===== src/common/carb_pkg.sv =====
`default_nettype none
package carb_pkg;
  // timing
  localparam int unsigned CLK_HZ           = 25_000_000;
  localparam int unsigned SEC_MS           = 1000;
  localparam int unsigned SEC_CYCLES       = CLK_HZ / 1000 * SEC_MS;
  localparam int unsigned MAVG_STEP_MS     = 100;
  localparam int unsigned MAVG_STEP_CYCLES = CLK_HZ / 1000 * MAVG_STEP_MS;
  // holding register addresses
  localparam logic [15:0] A_HYST   = 16'h9c4c;
  localparam logic [15:0] A_DELAY  = 16'h9c4d;
  localparam logic [15:0] A_THR    = 16'h9c4e;
  localparam logic [15:0] A_THR2   = 16'h9c4f;
  localparam logic [15:0] A_MAVG   = 16'h9c50;
  localparam logic [15:0] A_RIPPLE = 16'h9c51;
  localparam logic [15:0] A_TEMP   = 16'h9c6c;
  localparam logic [15:0] A_RMS_LO = 16'h9c6d;
  localparam logic [15:0] A_RMS_HI = 16'h9c6e;
  localparam logic [15:0] A_SWITCH = 16'h9c6f;
  localparam logic [15:0] A_CMD    = 16'h9c70;
  localparam logic [15:0] A_STATUS = 16'h9c78;
  localparam logic [15:0] A_CENTI  = 16'h9c7a;
  localparam logic [15:0] A_SWP_LO = 16'h9c7b;
  localparam logic [15:0] A_SWP_HI = 16'h9c7c;
  localparam logic [15:0] A_AH_LO  = 16'h9c7d;
  localparam logic [15:0] A_AH_HI  = 16'h9c7e;
  localparam logic [15:0] A_MAX    = 16'h9c7f;
  localparam logic [15:0] A_MIN    = 16'h9c80;
  // accepted ranges
  localparam logic [15:0] HYST_MAX   = 16'h03e8;
  localparam logic [15:0] THR_MAX    = 16'h1388;
  localparam logic [15:0] THR2_MAX   = 16'h01f4;
  localparam logic [15:0] MAVG_MIN   = 16'h0001;
  localparam logic [15:0] MAVG_MAX   = 16'h0084;
  localparam logic [15:0] RIPPLE_MIN = 16'h03e8;
  localparam logic [15:0] RIPPLE_MAX = 16'h4e20;
  // reset values
  localparam logic [15:0] RST_HYST   = 16'h0000;
  localparam logic [15:0] RST_DELAY  = 16'h0000;
  localparam logic [15:0] RST_THR    = 16'h0000;
  localparam logic [15:0] RST_THR2   = 16'h0000;
  localparam logic [15:0] RST_MAVG   = 16'h0001;
  localparam logic [15:0] RST_RIPPLE = 16'h03e8;
  localparam logic [15:0] RST_CMD    = 16'h0000;
  localparam logic [15:0] PEAK_MAX_RST = 16'h8000;
  localparam logic [15:0] PEAK_MIN_RST = 16'h7fff;
  // command codes, request limits, exception codes
  localparam logic [15:0] CMD_SAVE   = 16'hc1c0;
  localparam logic [15:0] CMD_REBOOT = 16'hc1a0;
  localparam logic [15:0] MAX_WORDS  = 16'h0002;
  localparam logic [7:0]  EXC_NONE   = 8'h00;
  localparam logic [7:0]  EXC_ADDR   = 8'h02;
  localparam logic [7:0]  EXC_VALUE  = 8'h03;
  // status bit positions
  localparam int unsigned ST_FLASH_SET = 0;
  localparam int unsigned ST_FLASH_CAL = 1;
  localparam int unsigned ST_OVER      = 2;
  localparam int unsigned ST_UNDER     = 3;
  localparam int unsigned ST_AH        = 4;
  localparam int unsigned ST_FILTER    = 5;
  localparam int unsigned ST_ALARM     = 6;

  typedef struct packed {
    logic        valid;
    logic        write;
    logic [15:0] addr;
    logic [15:0] count;
    logic [31:0] wdata;
  } carb_req_t;

  typedef struct packed {
    logic        valid;
    logic [7:0]  exc;
    logic [31:0] rdata;
  } carb_rsp_t;

  typedef struct packed {
    logic switch_closed;
    logic flash_set_err;
    logic flash_cal_err;
    logic over_range;
    logic under_range;
    logic filter_active;
    logic alarm_active;
  } carb_levels_t;

  typedef struct packed {
    logic               valid;
    logic [31:0]        rms_float;
    logic signed [15:0] centi;
    logic [15:0]        temp;
    logic [31:0]        ah_value;
    carb_levels_t       lv;
  } carb_meas_t;

  typedef struct packed {
    logic [15:0] hyst;
    logic [15:0] delay;
    logic [15:0] thr;
    logic [15:0] thr2;
    logic [15:0] mavg;
    logic [15:0] ripple;
  } carb_cfg_t;

  typedef struct packed {
    carb_cfg_t          cfg;
    logic [15:0]        cmd;
    logic [31:0]        rms_float;
    logic signed [15:0] centi;
    logic [15:0]        temp;
    logic [31:0]        ah;
    logic               ah_flag;
    carb_levels_t       lv;
    carb_rsp_t          rsp;
    logic               save;
    logic               reboot;
    logic               ah_clear;
    logic               clr_max;
    logic               clr_min;
    logic [31:0]        mavg_win;
    logic [31:0]        sec_cnt;
  } carb_state_t;

  typedef struct packed {
    logic signed [15:0] max;
    logic signed [15:0] min;
  } carb_peak_t;
endpackage
`default_nettype wire


===== src/hdl/carb_bank.sv =====
// Functional notes
// - hysteresis is unsigned, 10 mA per count, accepted 0 to 1000.
// - alarm threshold unsigned, 10 mA per count, accepted 0 to 5000.
// - second trigger threshold unsigned 16 bits, accepted 0 to 500.
// - moving-average length register sets window, 100 ms per count.
// - ripple filter setting unsigned 16 bits, accepted 1000 to 20000.
// - rms current float over two registers, low word at lower address.
// - rms current also as signed 16-bit hundredths of an ampere.
// - word-swapped copy of the rms float at its own register pair.
// - maximum rms current kept in hundredths, restarted by a register write.
// - minimum rms current kept in hundredths, restarted by a register write.
// - switch state register reads 0 open, 1 closed.
// - writing 0xc1c0 to the command register saves settings to flash.
// - writing 0xc1a0 to the command register reboots the device.
// - status bit 0 flash settings error, bit 1 flash calibration error.
// - status bit 2 over range, bit 3 under range.
// - status bit 4 flags ampere-hour update, once every second.
// - status bit 5 shows filter active.
// - status bit 6 shows alarm triggered.
// - one write request covers at most two contiguous registers.
`timescale 1ns/100ps
`default_nettype none
module carb_bank #(
  parameter int unsigned SEC_CYCLES = carb_pkg::SEC_CYCLES
) (
  // clock and reset
  input  wire logic          clock,
  input  wire logic          srst,
  // decoded holding-register requests
  input  wire carb_pkg::carb_req_t  req,
  output carb_pkg::carb_rsp_t       rsp,
  // measurement front end
  input  wire carb_pkg::carb_meas_t meas,
  // settings and actions
  output carb_pkg::carb_cfg_t       cfg,
  output logic [31:0]               mavg_window_cycles,
  output logic                      save_pulse,
  output logic                      reboot_pulse,
  output logic                      ah_clear_pulse
);
  carb_pkg::carb_state_t s_q;
  carb_pkg::carb_state_t s_d;
  logic signed [15:0]    peak_max;
  logic signed [15:0]    peak_min;
  logic                  sec_tick;
  logic [15:0]           addr1;
  logic [7:0]            exc;

  function automatic logic is_mapped(input logic [15:0] a);
    unique case (a)
      carb_pkg::A_HYST, carb_pkg::A_DELAY, carb_pkg::A_THR, carb_pkg::A_THR2,
      carb_pkg::A_MAVG, carb_pkg::A_RIPPLE, carb_pkg::A_TEMP, carb_pkg::A_RMS_LO,
      carb_pkg::A_RMS_HI, carb_pkg::A_SWITCH, carb_pkg::A_CMD, carb_pkg::A_STATUS,
      carb_pkg::A_CENTI, carb_pkg::A_SWP_LO, carb_pkg::A_SWP_HI, carb_pkg::A_AH_LO,
      carb_pkg::A_AH_HI, carb_pkg::A_MAX, carb_pkg::A_MIN: is_mapped = 1'b1;
      default: is_mapped = 1'b0;
    endcase
  endfunction

  function automatic logic value_ok(input logic [15:0] a, input logic [15:0] v);
    unique case (a)
      carb_pkg::A_HYST:   value_ok = (v <= carb_pkg::HYST_MAX);
      carb_pkg::A_THR:    value_ok = (v <= carb_pkg::THR_MAX);
      carb_pkg::A_THR2:   value_ok = (v <= carb_pkg::THR2_MAX);
      carb_pkg::A_MAVG:   value_ok = (v >= carb_pkg::MAVG_MIN) && (v <= carb_pkg::MAVG_MAX);
      carb_pkg::A_RIPPLE: begin
        value_ok = (v >= carb_pkg::RIPPLE_MIN) && (v <= carb_pkg::RIPPLE_MAX);
      end
      default:            value_ok = 1'b1;
    endcase
  endfunction

  // whole request is checked before anything is stored, so a bad word leaves no half write
  function automatic logic [7:0] check_req(input carb_pkg::carb_req_t r,
                                           input logic [15:0] a1);
    logic two;
    two = (r.count == carb_pkg::MAX_WORDS);
    if ((r.count == 16'h0000) || (r.count > carb_pkg::MAX_WORDS)) begin
      check_req = carb_pkg::EXC_VALUE;
    end else if (!is_mapped(r.addr) || (two && !is_mapped(a1))) begin
      check_req = carb_pkg::EXC_ADDR;
    end else if (r.write && (!value_ok(r.addr, r.wdata[15:0]) ||
                             (two && !value_ok(a1, r.wdata[31:16])))) begin
      check_req = carb_pkg::EXC_VALUE;
    end else begin
      check_req = carb_pkg::EXC_NONE;
    end
  endfunction

  function automatic logic [15:0] rd_word(input carb_pkg::carb_state_t s,
                                          input logic [15:0] a,
                                          input logic signed [15:0] pmax,
                                          input logic signed [15:0] pmin);
    unique case (a)
      carb_pkg::A_HYST:   rd_word = s.cfg.hyst;
      carb_pkg::A_DELAY:  rd_word = s.cfg.delay;
      carb_pkg::A_THR:    rd_word = s.cfg.thr;
      carb_pkg::A_THR2:   rd_word = s.cfg.thr2;
      carb_pkg::A_MAVG:   rd_word = s.cfg.mavg;
      carb_pkg::A_RIPPLE: rd_word = s.cfg.ripple;
      carb_pkg::A_TEMP:   rd_word = s.temp;
      carb_pkg::A_RMS_LO: rd_word = s.rms_float[15:0];
      carb_pkg::A_RMS_HI: rd_word = s.rms_float[31:16];
      carb_pkg::A_SWITCH: rd_word = {15'h0000, s.lv.switch_closed};
      carb_pkg::A_CMD:    rd_word = s.cmd;
      carb_pkg::A_STATUS: begin
        rd_word = {9'h000, s.lv.alarm_active, s.lv.filter_active,
                   s.ah_flag, s.lv.under_range, s.lv.over_range,
                   s.lv.flash_cal_err, s.lv.flash_set_err};
      end
      carb_pkg::A_CENTI:  rd_word = s.centi;
      carb_pkg::A_SWP_LO: rd_word = s.rms_float[31:16];
      carb_pkg::A_SWP_HI: rd_word = s.rms_float[15:0];
      carb_pkg::A_AH_LO:  rd_word = s.ah[15:0];
      carb_pkg::A_AH_HI:  rd_word = s.ah[31:16];
      carb_pkg::A_MAX:    rd_word = pmax;
      carb_pkg::A_MIN:    rd_word = pmin;
      default:            rd_word = 16'h0000;
    endcase
  endfunction

  // rms, temperature, centi and switch registers take writes without effect, the front end owns them
  function automatic carb_pkg::carb_state_t apply_wr(input carb_pkg::carb_state_t s,
                                                     input logic [15:0] a,
                                                     input logic [15:0] v);
    carb_pkg::carb_state_t n;
    n = s;
    unique case (a)
      carb_pkg::A_HYST:   n.cfg.hyst = v;
      carb_pkg::A_DELAY:  n.cfg.delay = v;
      carb_pkg::A_THR:    n.cfg.thr = v;
      carb_pkg::A_THR2:   n.cfg.thr2 = v;
      carb_pkg::A_MAVG:   n.cfg.mavg = v;
      carb_pkg::A_RIPPLE: n.cfg.ripple = v;
      carb_pkg::A_CMD: begin
        n.cmd = v; // any other value is only kept, it starts nothing
        if (v == carb_pkg::CMD_SAVE) begin
          n.save = 1'b1;
        end else if (v == carb_pkg::CMD_REBOOT) begin
          n.reboot = 1'b1;
        end
      end
      carb_pkg::A_STATUS: begin
        if (v[carb_pkg::ST_AH]) begin
          n.ah_flag = 1'b0;
        end
      end
      carb_pkg::A_AH_LO, carb_pkg::A_AH_HI: begin
        n.ah = 32'h0000_0000;
        n.ah_clear = 1'b1;
      end
      carb_pkg::A_MAX:    n.clr_max = 1'b1;
      carb_pkg::A_MIN:    n.clr_min = 1'b1;
      default: ;
    endcase
    return n;
  endfunction

  assign addr1 = 16'(req.addr + 16'h0001);
  assign exc = check_req(req, addr1);
  assign sec_tick = (s_q.sec_cnt == 32'(SEC_CYCLES - 1));

  always_comb begin
    s_d = s_q;
    s_d.rsp = '0;
    s_d.save = 1'b0;
    s_d.reboot = 1'b0;
    s_d.ah_clear = 1'b0;
    s_d.clr_max = 1'b0;
    s_d.clr_min = 1'b0;
    s_d.lv = meas.lv;
    if (meas.valid) begin
      s_d.rms_float = meas.rms_float;
      s_d.centi = meas.centi;
      s_d.temp = meas.temp;
    end
    s_d.mavg_win = 32'(s_q.cfg.mavg) * 32'(carb_pkg::MAVG_STEP_CYCLES);
    s_d.sec_cnt = sec_tick ? 32'h0000_0000 : 32'(s_q.sec_cnt + 32'h0000_0001);
    if (sec_tick) begin
      s_d.ah = meas.ah_value;
    end
    if (req.valid) begin
      s_d.rsp.valid = 1'b1;
      s_d.rsp.exc = exc;
      if (exc == carb_pkg::EXC_NONE) begin
        if (req.write) begin
          s_d = apply_wr(s_d, req.addr, req.wdata[15:0]);
          if (req.count == carb_pkg::MAX_WORDS) begin
            s_d = apply_wr(s_d, addr1, req.wdata[31:16]);
          end
        end else begin
          s_d.rsp.rdata[15:0] = rd_word(s_q, req.addr, peak_max, peak_min);
          if (req.count == carb_pkg::MAX_WORDS) begin
            s_d.rsp.rdata[31:16] = rd_word(s_q, addr1, peak_max, peak_min);
          end
        end
      end
    end
    // the second tick wins over a clear written in the same cycle
    if (sec_tick) begin
      s_d.ah_flag = 1'b1;
    end
  end

  always_ff @(posedge clock) begin
    if (srst) begin
      s_q <= '0;
      s_q.cfg <= {carb_pkg::RST_HYST, carb_pkg::RST_DELAY, carb_pkg::RST_THR,
                  carb_pkg::RST_THR2, carb_pkg::RST_MAVG, carb_pkg::RST_RIPPLE};
      s_q.cmd <= carb_pkg::RST_CMD;
      s_q.mavg_win <= 32'(carb_pkg::MAVG_STEP_CYCLES);
    end else begin
      s_q <= s_d;
    end
  end

  carb_peak u_peak (
    .clock        (clock),
    .srst         (srst),
    .sample_valid (meas.valid),
    .sample       (meas.centi),
    .clear_max    (s_q.clr_max),
    .clear_min    (s_q.clr_min),
    .max_q        (peak_max),
    .min_q        (peak_min)
  );

  assign rsp = s_q.rsp;
  assign cfg = s_q.cfg;
  assign mavg_window_cycles = s_q.mavg_win;
  assign save_pulse = s_q.save;
  assign reboot_pulse = s_q.reboot;
  assign ah_clear_pulse = s_q.ah_clear;
endmodule
`default_nettype wire


===== src/hdl/carb_peak.sv =====
`timescale 1ns/100ps
`default_nettype none
module carb_peak (
  // clock and reset
  input  wire logic               clock,
  input  wire logic               srst,
  // samples
  input  wire logic               sample_valid,
  input  wire logic signed [15:0] sample,
  // restarts from the register side
  input  wire logic               clear_max,
  input  wire logic               clear_min,
  // extremes
  output logic signed [15:0]      max_q,
  output logic signed [15:0]      min_q
);
  carb_pkg::carb_peak_t p_q;
  carb_pkg::carb_peak_t p_d;

  always_comb begin
    p_d = p_q;
    if (clear_max) begin
      p_d.max = carb_pkg::PEAK_MAX_RST;
    end
    if (clear_min) begin
      p_d.min = carb_pkg::PEAK_MIN_RST;
    end
    // a sample in the clear cycle still counts
    if (sample_valid && (sample > p_d.max)) begin
      p_d.max = sample;
    end
    if (sample_valid && (sample < p_d.min)) begin
      p_d.min = sample;
    end
  end

  always_ff @(posedge clock) begin
    if (srst) begin
      p_q <= {carb_pkg::PEAK_MAX_RST, carb_pkg::PEAK_MIN_RST};
    end else begin
      p_q <= p_d;
    end
  end

  assign max_q = p_q.max;
  assign min_q = p_q.min;
endmodule
`default_nettype wire


===== config.mk =====
export PLATFORM = sky130hd
export DESIGN_NAME = carb_bank
export DESIGN_NICKNAME = d
export VERILOG_FILES = /design/src/common/carb_pkg.sv /design/src/hdl/carb_bank.sv /design/src/hdl/carb_peak.sv
export SDC_FILE = /design/constraint.sdc
export NUM_CORES = 1
export LEC_CHECK = 0
export BUFFER_PORTS_ARGS = -buffer_cell sky130_fd_sc_hd__buf_2
export CAP_MARGIN = 5
export CORE_AREA = 10 10 300 302
export DETAILED_ROUTE_END_ITERATION = 8
export DIE_AREA = 0 0 310 312
export GPL_TIMING_DRIVEN = 0
export MAX_ROUTING_LAYER = met4
export SLEW_MARGIN = 5
export SYNTH_ARGS = -nofsm -noshare
export SYNTH_HDL_FRONTEND = slang
export SYNTH_SLANG_ARGS = --single-unit

===== constraint.sdc =====
create_clock -name clock -period 15.05 [get_ports clock]
set_clock_uncertainty 0.15 [all_clocks]
set_input_delay 3.01 -clock clock [delete_from_list [all_inputs] [get_ports clock]]
set_output_delay 3.01 -clock clock [all_outputs]
set_load 0.05 [all_outputs]

==> results.json <==
{
  "status": "finished, final reports clean",
  "synthesis.area_um2": 25000,
  "reg2reg_depth": 18,
  "reg2reg_slack_ns": 8.53,
  "vias": 26000,
  "cts_root_buffer": "clkbuf_16",
  "hpwlAfterDp_um": 102000,
  "drc": 0,
  "io_pins": 344,
  "power_frac_comb": 0.105,
  "path_delay_family": "simple AND/OR/NAND/NOR gates",
  "grt_overflow": 0,
  "gp_congestion": 1.06,
  "grt.total_usage": 0.261,
  "antenna_found_initial": 28,
  "cts_tree": "yes",
  "yosys.area_share.simple": 0.163,
  "min_path_cells": 1,
  "arrival_ns": 7.64,
  "cts_buffers": 41,
  "startpoint_type": "input port",
  "drv_slew": 0,
  "top_layer_used": "met4",
  "fin_crit_ns": 7.35,
  "r2r_start": "cfg[29]$_SDFFE_PP0P_",
  "dr_wl_met3_um": 14900,
  "synth-seq-cells": 347,
  "synthMuxAreaShare": 0.0955,
  "ys_seq_area_frac": 0.278,
  "p_clk_frac": 0.465,
  "synth_cell_types": 82,
  "hold_class": "register to register",
  "p_sw_uw": 655,
  "hp-start": "s_q[0]$_SDFF_PP0_",
  "vias_per_cell": 5.72,
  "synth-edff-count": 0,
  "crit_path_end_kind": "register",
  "nFillCells": 8910,
  "seqPwrFrac": 0.429,
  "critPathMaxStageDelay_ns": 0.91,
  "worstSkewPairLatency_ns": 0.61,
  "holdPathEnd": "s_q[0]$_SDFF_PP0_",
  "setup_viol": 0,
  "grt_pass1_wl_um": 181000,
  "dr.pass1.iters": 8,
  "sw_frac_of_total": 0.284,
  "cts_hold_buf": 0,
  "fin_nets": 3782,
  "syn_inst": 3017,
  "synth_compound_area_frac": 0.206,
  "clk_path_buf_depth": 3,
  "p_leak_nw": 12.3,
  "path_class": "input port to register",
  "routedWlPerCell_um": 28.3,
  "first_global_vias": 24800,
  "path_depth": 11,
  "start_util": 0.296,
  "fp-row-count": 107,
  "critPathBufInv": 3,
  "synth_top_family_by_area": "compound AO/OA/AOI/OAI gates",
  "async_flop_share": 0,
  "core_um2": 84300,
  "power.internal_mw": 1.65,
  "crit_top_cell": "buf_2",
  "synth_xor_area_frac": 0.0161,
  "dieWidth_um": 310,
  "whs_ns": 0.312,
  "setup_tns_ns": 0,
  "cts_setup_buffers": 0,
  "clock_sinks": 347,
  "max_slew_margin": 0.0291,
  "crit_required_ns": 15.34,
  "critPathSlowestCell": "nor3_2",
  "grt_start_max_net_pins": 15,
  "fin_crit_sh": 0.488,
  "clk_pin_slew_ns": 0.06,
  "drt_wl_total_um": 128000,
  "crit_path_max_fanout": 10,
  "layout-area-overhead-vs-synth_pct": 18.6,
  "wl_met2_um": 54300,
  "io_buffers": 316,
  "p_per_area_nw_per_um2": 77.9,
  "antenna_left": 0,
  "synth_area_per_cell_um2": 8.27,
  "initialDrtViolationCount": 3610,
  "synth_ff_type": "dfxtp_1",
  "cts_resized": 0,
  "yosys.area_share.adder": 0.127,
  "timing_hold_violations_final": 0,
  "cts.htree.levels": 2,
  "die_h_um": 312,
  "synth_warnings": 0,
  "dieArea_um2": 96700,
  "cap_viol_max_count": 0,
  "r2r-end": "mavg_window_cycles[28]$_SDFF_PP0_",
  "fmax_ghz": 0.136,
  "layout-drive-gt1-share": 0.195,
  "m1WireLength_um": 49300,
  "rsz0062_at_grt": "false",
  "vdd_drop_max_v": 0.0000671,
  "worstPathCellList": "buf_2 -> buf_2 -> nand4_1 -> nor4_1 -> mux2i_1 -> nand2_1 -> nor3_2 -> clkbuf_1 -> a22oi_1 -> and4_1 -> a31oi_1",
  "worst_pin_slew_ns": 1.44
}
power by group through the flow:
| stage | Sequential [mW] | Combinational, mW | Clock [mW] |
|---|---|---|---|
| final | 0.990 | 0.243 | 1.07 |
| after detailed placement | 1.01 | 0.237 | 0 |
| after global placement | 1.01 | 0.233 | 0 |
| after floorplan | 0.981 | 0.143 | 0 |
| after global routing | 0.990 | 0.262 | 1.13 |
| after CTS | 0.986 | 0.238 | 1.09 |
placed cells by master (no fill, tap or decap), types with 10 or more instances in the layout:
cell	n
conb_1	11
a21o_1	18
a2111oi_0	17
nor3_1	91
a221oi_1	59
o21ai_0	157
clkbuf_16	41
nor2b_1	19
buf_4	180
or2_2	11
a22oi_1	86
diode_2	27
nand2b_1	30
nor4_2	10
ha_1	152
nor4_1	18
a21oi_1	231
nand3_1	115
dfxtp_1	347
nand4_1	19
mux2i_1	211
a22o_1	36
xor2_1	23
and3_1	24
a31oi_1	31
inv_1	151
buf_2	353
o211ai_1	14
a222oi_1	26
mux2_2	24
clkbuf_1	182
fa_1	63
nor2_1	317
o2111ai_1	33
and4_1	15
a41oi_1	12
nand2_1	125
xnor2_1	23
Yosys cell counts (all sizes together) (63+ instances only):
cell,n,area (um^2)
a21oi,231,1160
ha,152,1900
a22oi,86,646
nand2,125,469
nor2,317,1190
fa,63,1260
o21ai,159,796
nor3,96,485
nand3,115,576
inv,151,567
dfxtp,347,6950
buf,225,1590
mux2i,211,2110
clkbuf,176,663
worst max path at each step:
stage	from	endpoint
finish	req[49]	rsp[31]$_SDFF_PP0_
global route	req[49]	rsp[15]$_SDFF_PP0_
CTS	req[49]	rsp[15]$_SDFF_PP0_
detailed placement	req[49]	rsp[31]$_SDFF_PP0_
global placement	req[49]	rsp[17]$_SDFF_PP0_
floorplan	req[54]	cfg[31]$_SDFFE_PP0P_
stage by stage:
stage | utilization | power [mW] | instance area [um^2] | setup slack, ns | std cells
after floorplan | - | 1.12 | 25000 | 9.01 | 3027
after global placement | 0.331 | 1.24 | 27900 | 6.94 | 4433
after detailed placement | 0.333 | 1.24 | 28100 | 7.40 | 4441
after CTS | 0.350 | 2.32 | 29500 | 8.01 | 4515
after global routing | 0.351 | 2.38 | 29600 | 7.57 | 4541
final | 0.351 | 2.31 | 29600 | 7.70 | 4543
worst reg2reg max path, stage by stage (launching register included):
cell	delay, ns
dfxtp_1	0.86
ha_1	0.27
inv_1	0.08
fa_1	0.51
inv_1	0.06
fa_1	0.52
fa_1	0.53
fa_1	0.54
inv_1	0.05
fa_1	0.53
inv_1	0.04
ha_1	0.36
and3_1	0.21
a221o_1	0.31
o21ai_0	0.21
o21ai_0	0.17
o31ai_1	0.34
a21boi_0	0.21
a211oi_1	0.41
per-layer routing:
layer,global-route usage,vias to the layer above
met2,0.385,1691
met1,0.314,12300
met3,0.0705,420
met4,0.160,0
li1,-,11600
met5,-,-
area by class of cell:
| type | instances | area, um^2 | share of cell area |
|---|---|---|---|
| Multi-Input combinational cell | 2128 | 15300 | 0.518 |
| Sequential cell | 347 | 6950 | 0.235 |
| Buffer | 401 | 2260 | 0.0762 |
| Timing Repair Buffer | 325 | 1650 | 0.0557 |
| Tap cell | 1090 | 1360 | 0.0461 |
| Clock buffer | 57 | 1160 | 0.0390 |
| Inverter | 151 | 567 | 0.0191 |
| Clock inverter | 17 | 274 | 0.00925 |
| Antenna cell | 27 | 67.6 | 0.00228 |
sequential cells by signal, indices dropped and copies added (netlist names):
signal,flops
s_q,154
cfg,96
rsp,35
mavg_window_cycles,27
u_peak.max_q,16
u_peak.min_q,16
ah_clear_pulse,1
reboot_pulse,1
save_pulse,1
cell families (layout without fill, tap and decap cells):
kind of cell,Yosys count,after routing
flops,347,347
mux,235,235
other cells,1,38
compound gates,776,776
simple gates,844,844
fa+ha+maj,216,216
xor+xnor,46,46
buf+inv,552,951
Power figures use the tool's default switching activity.
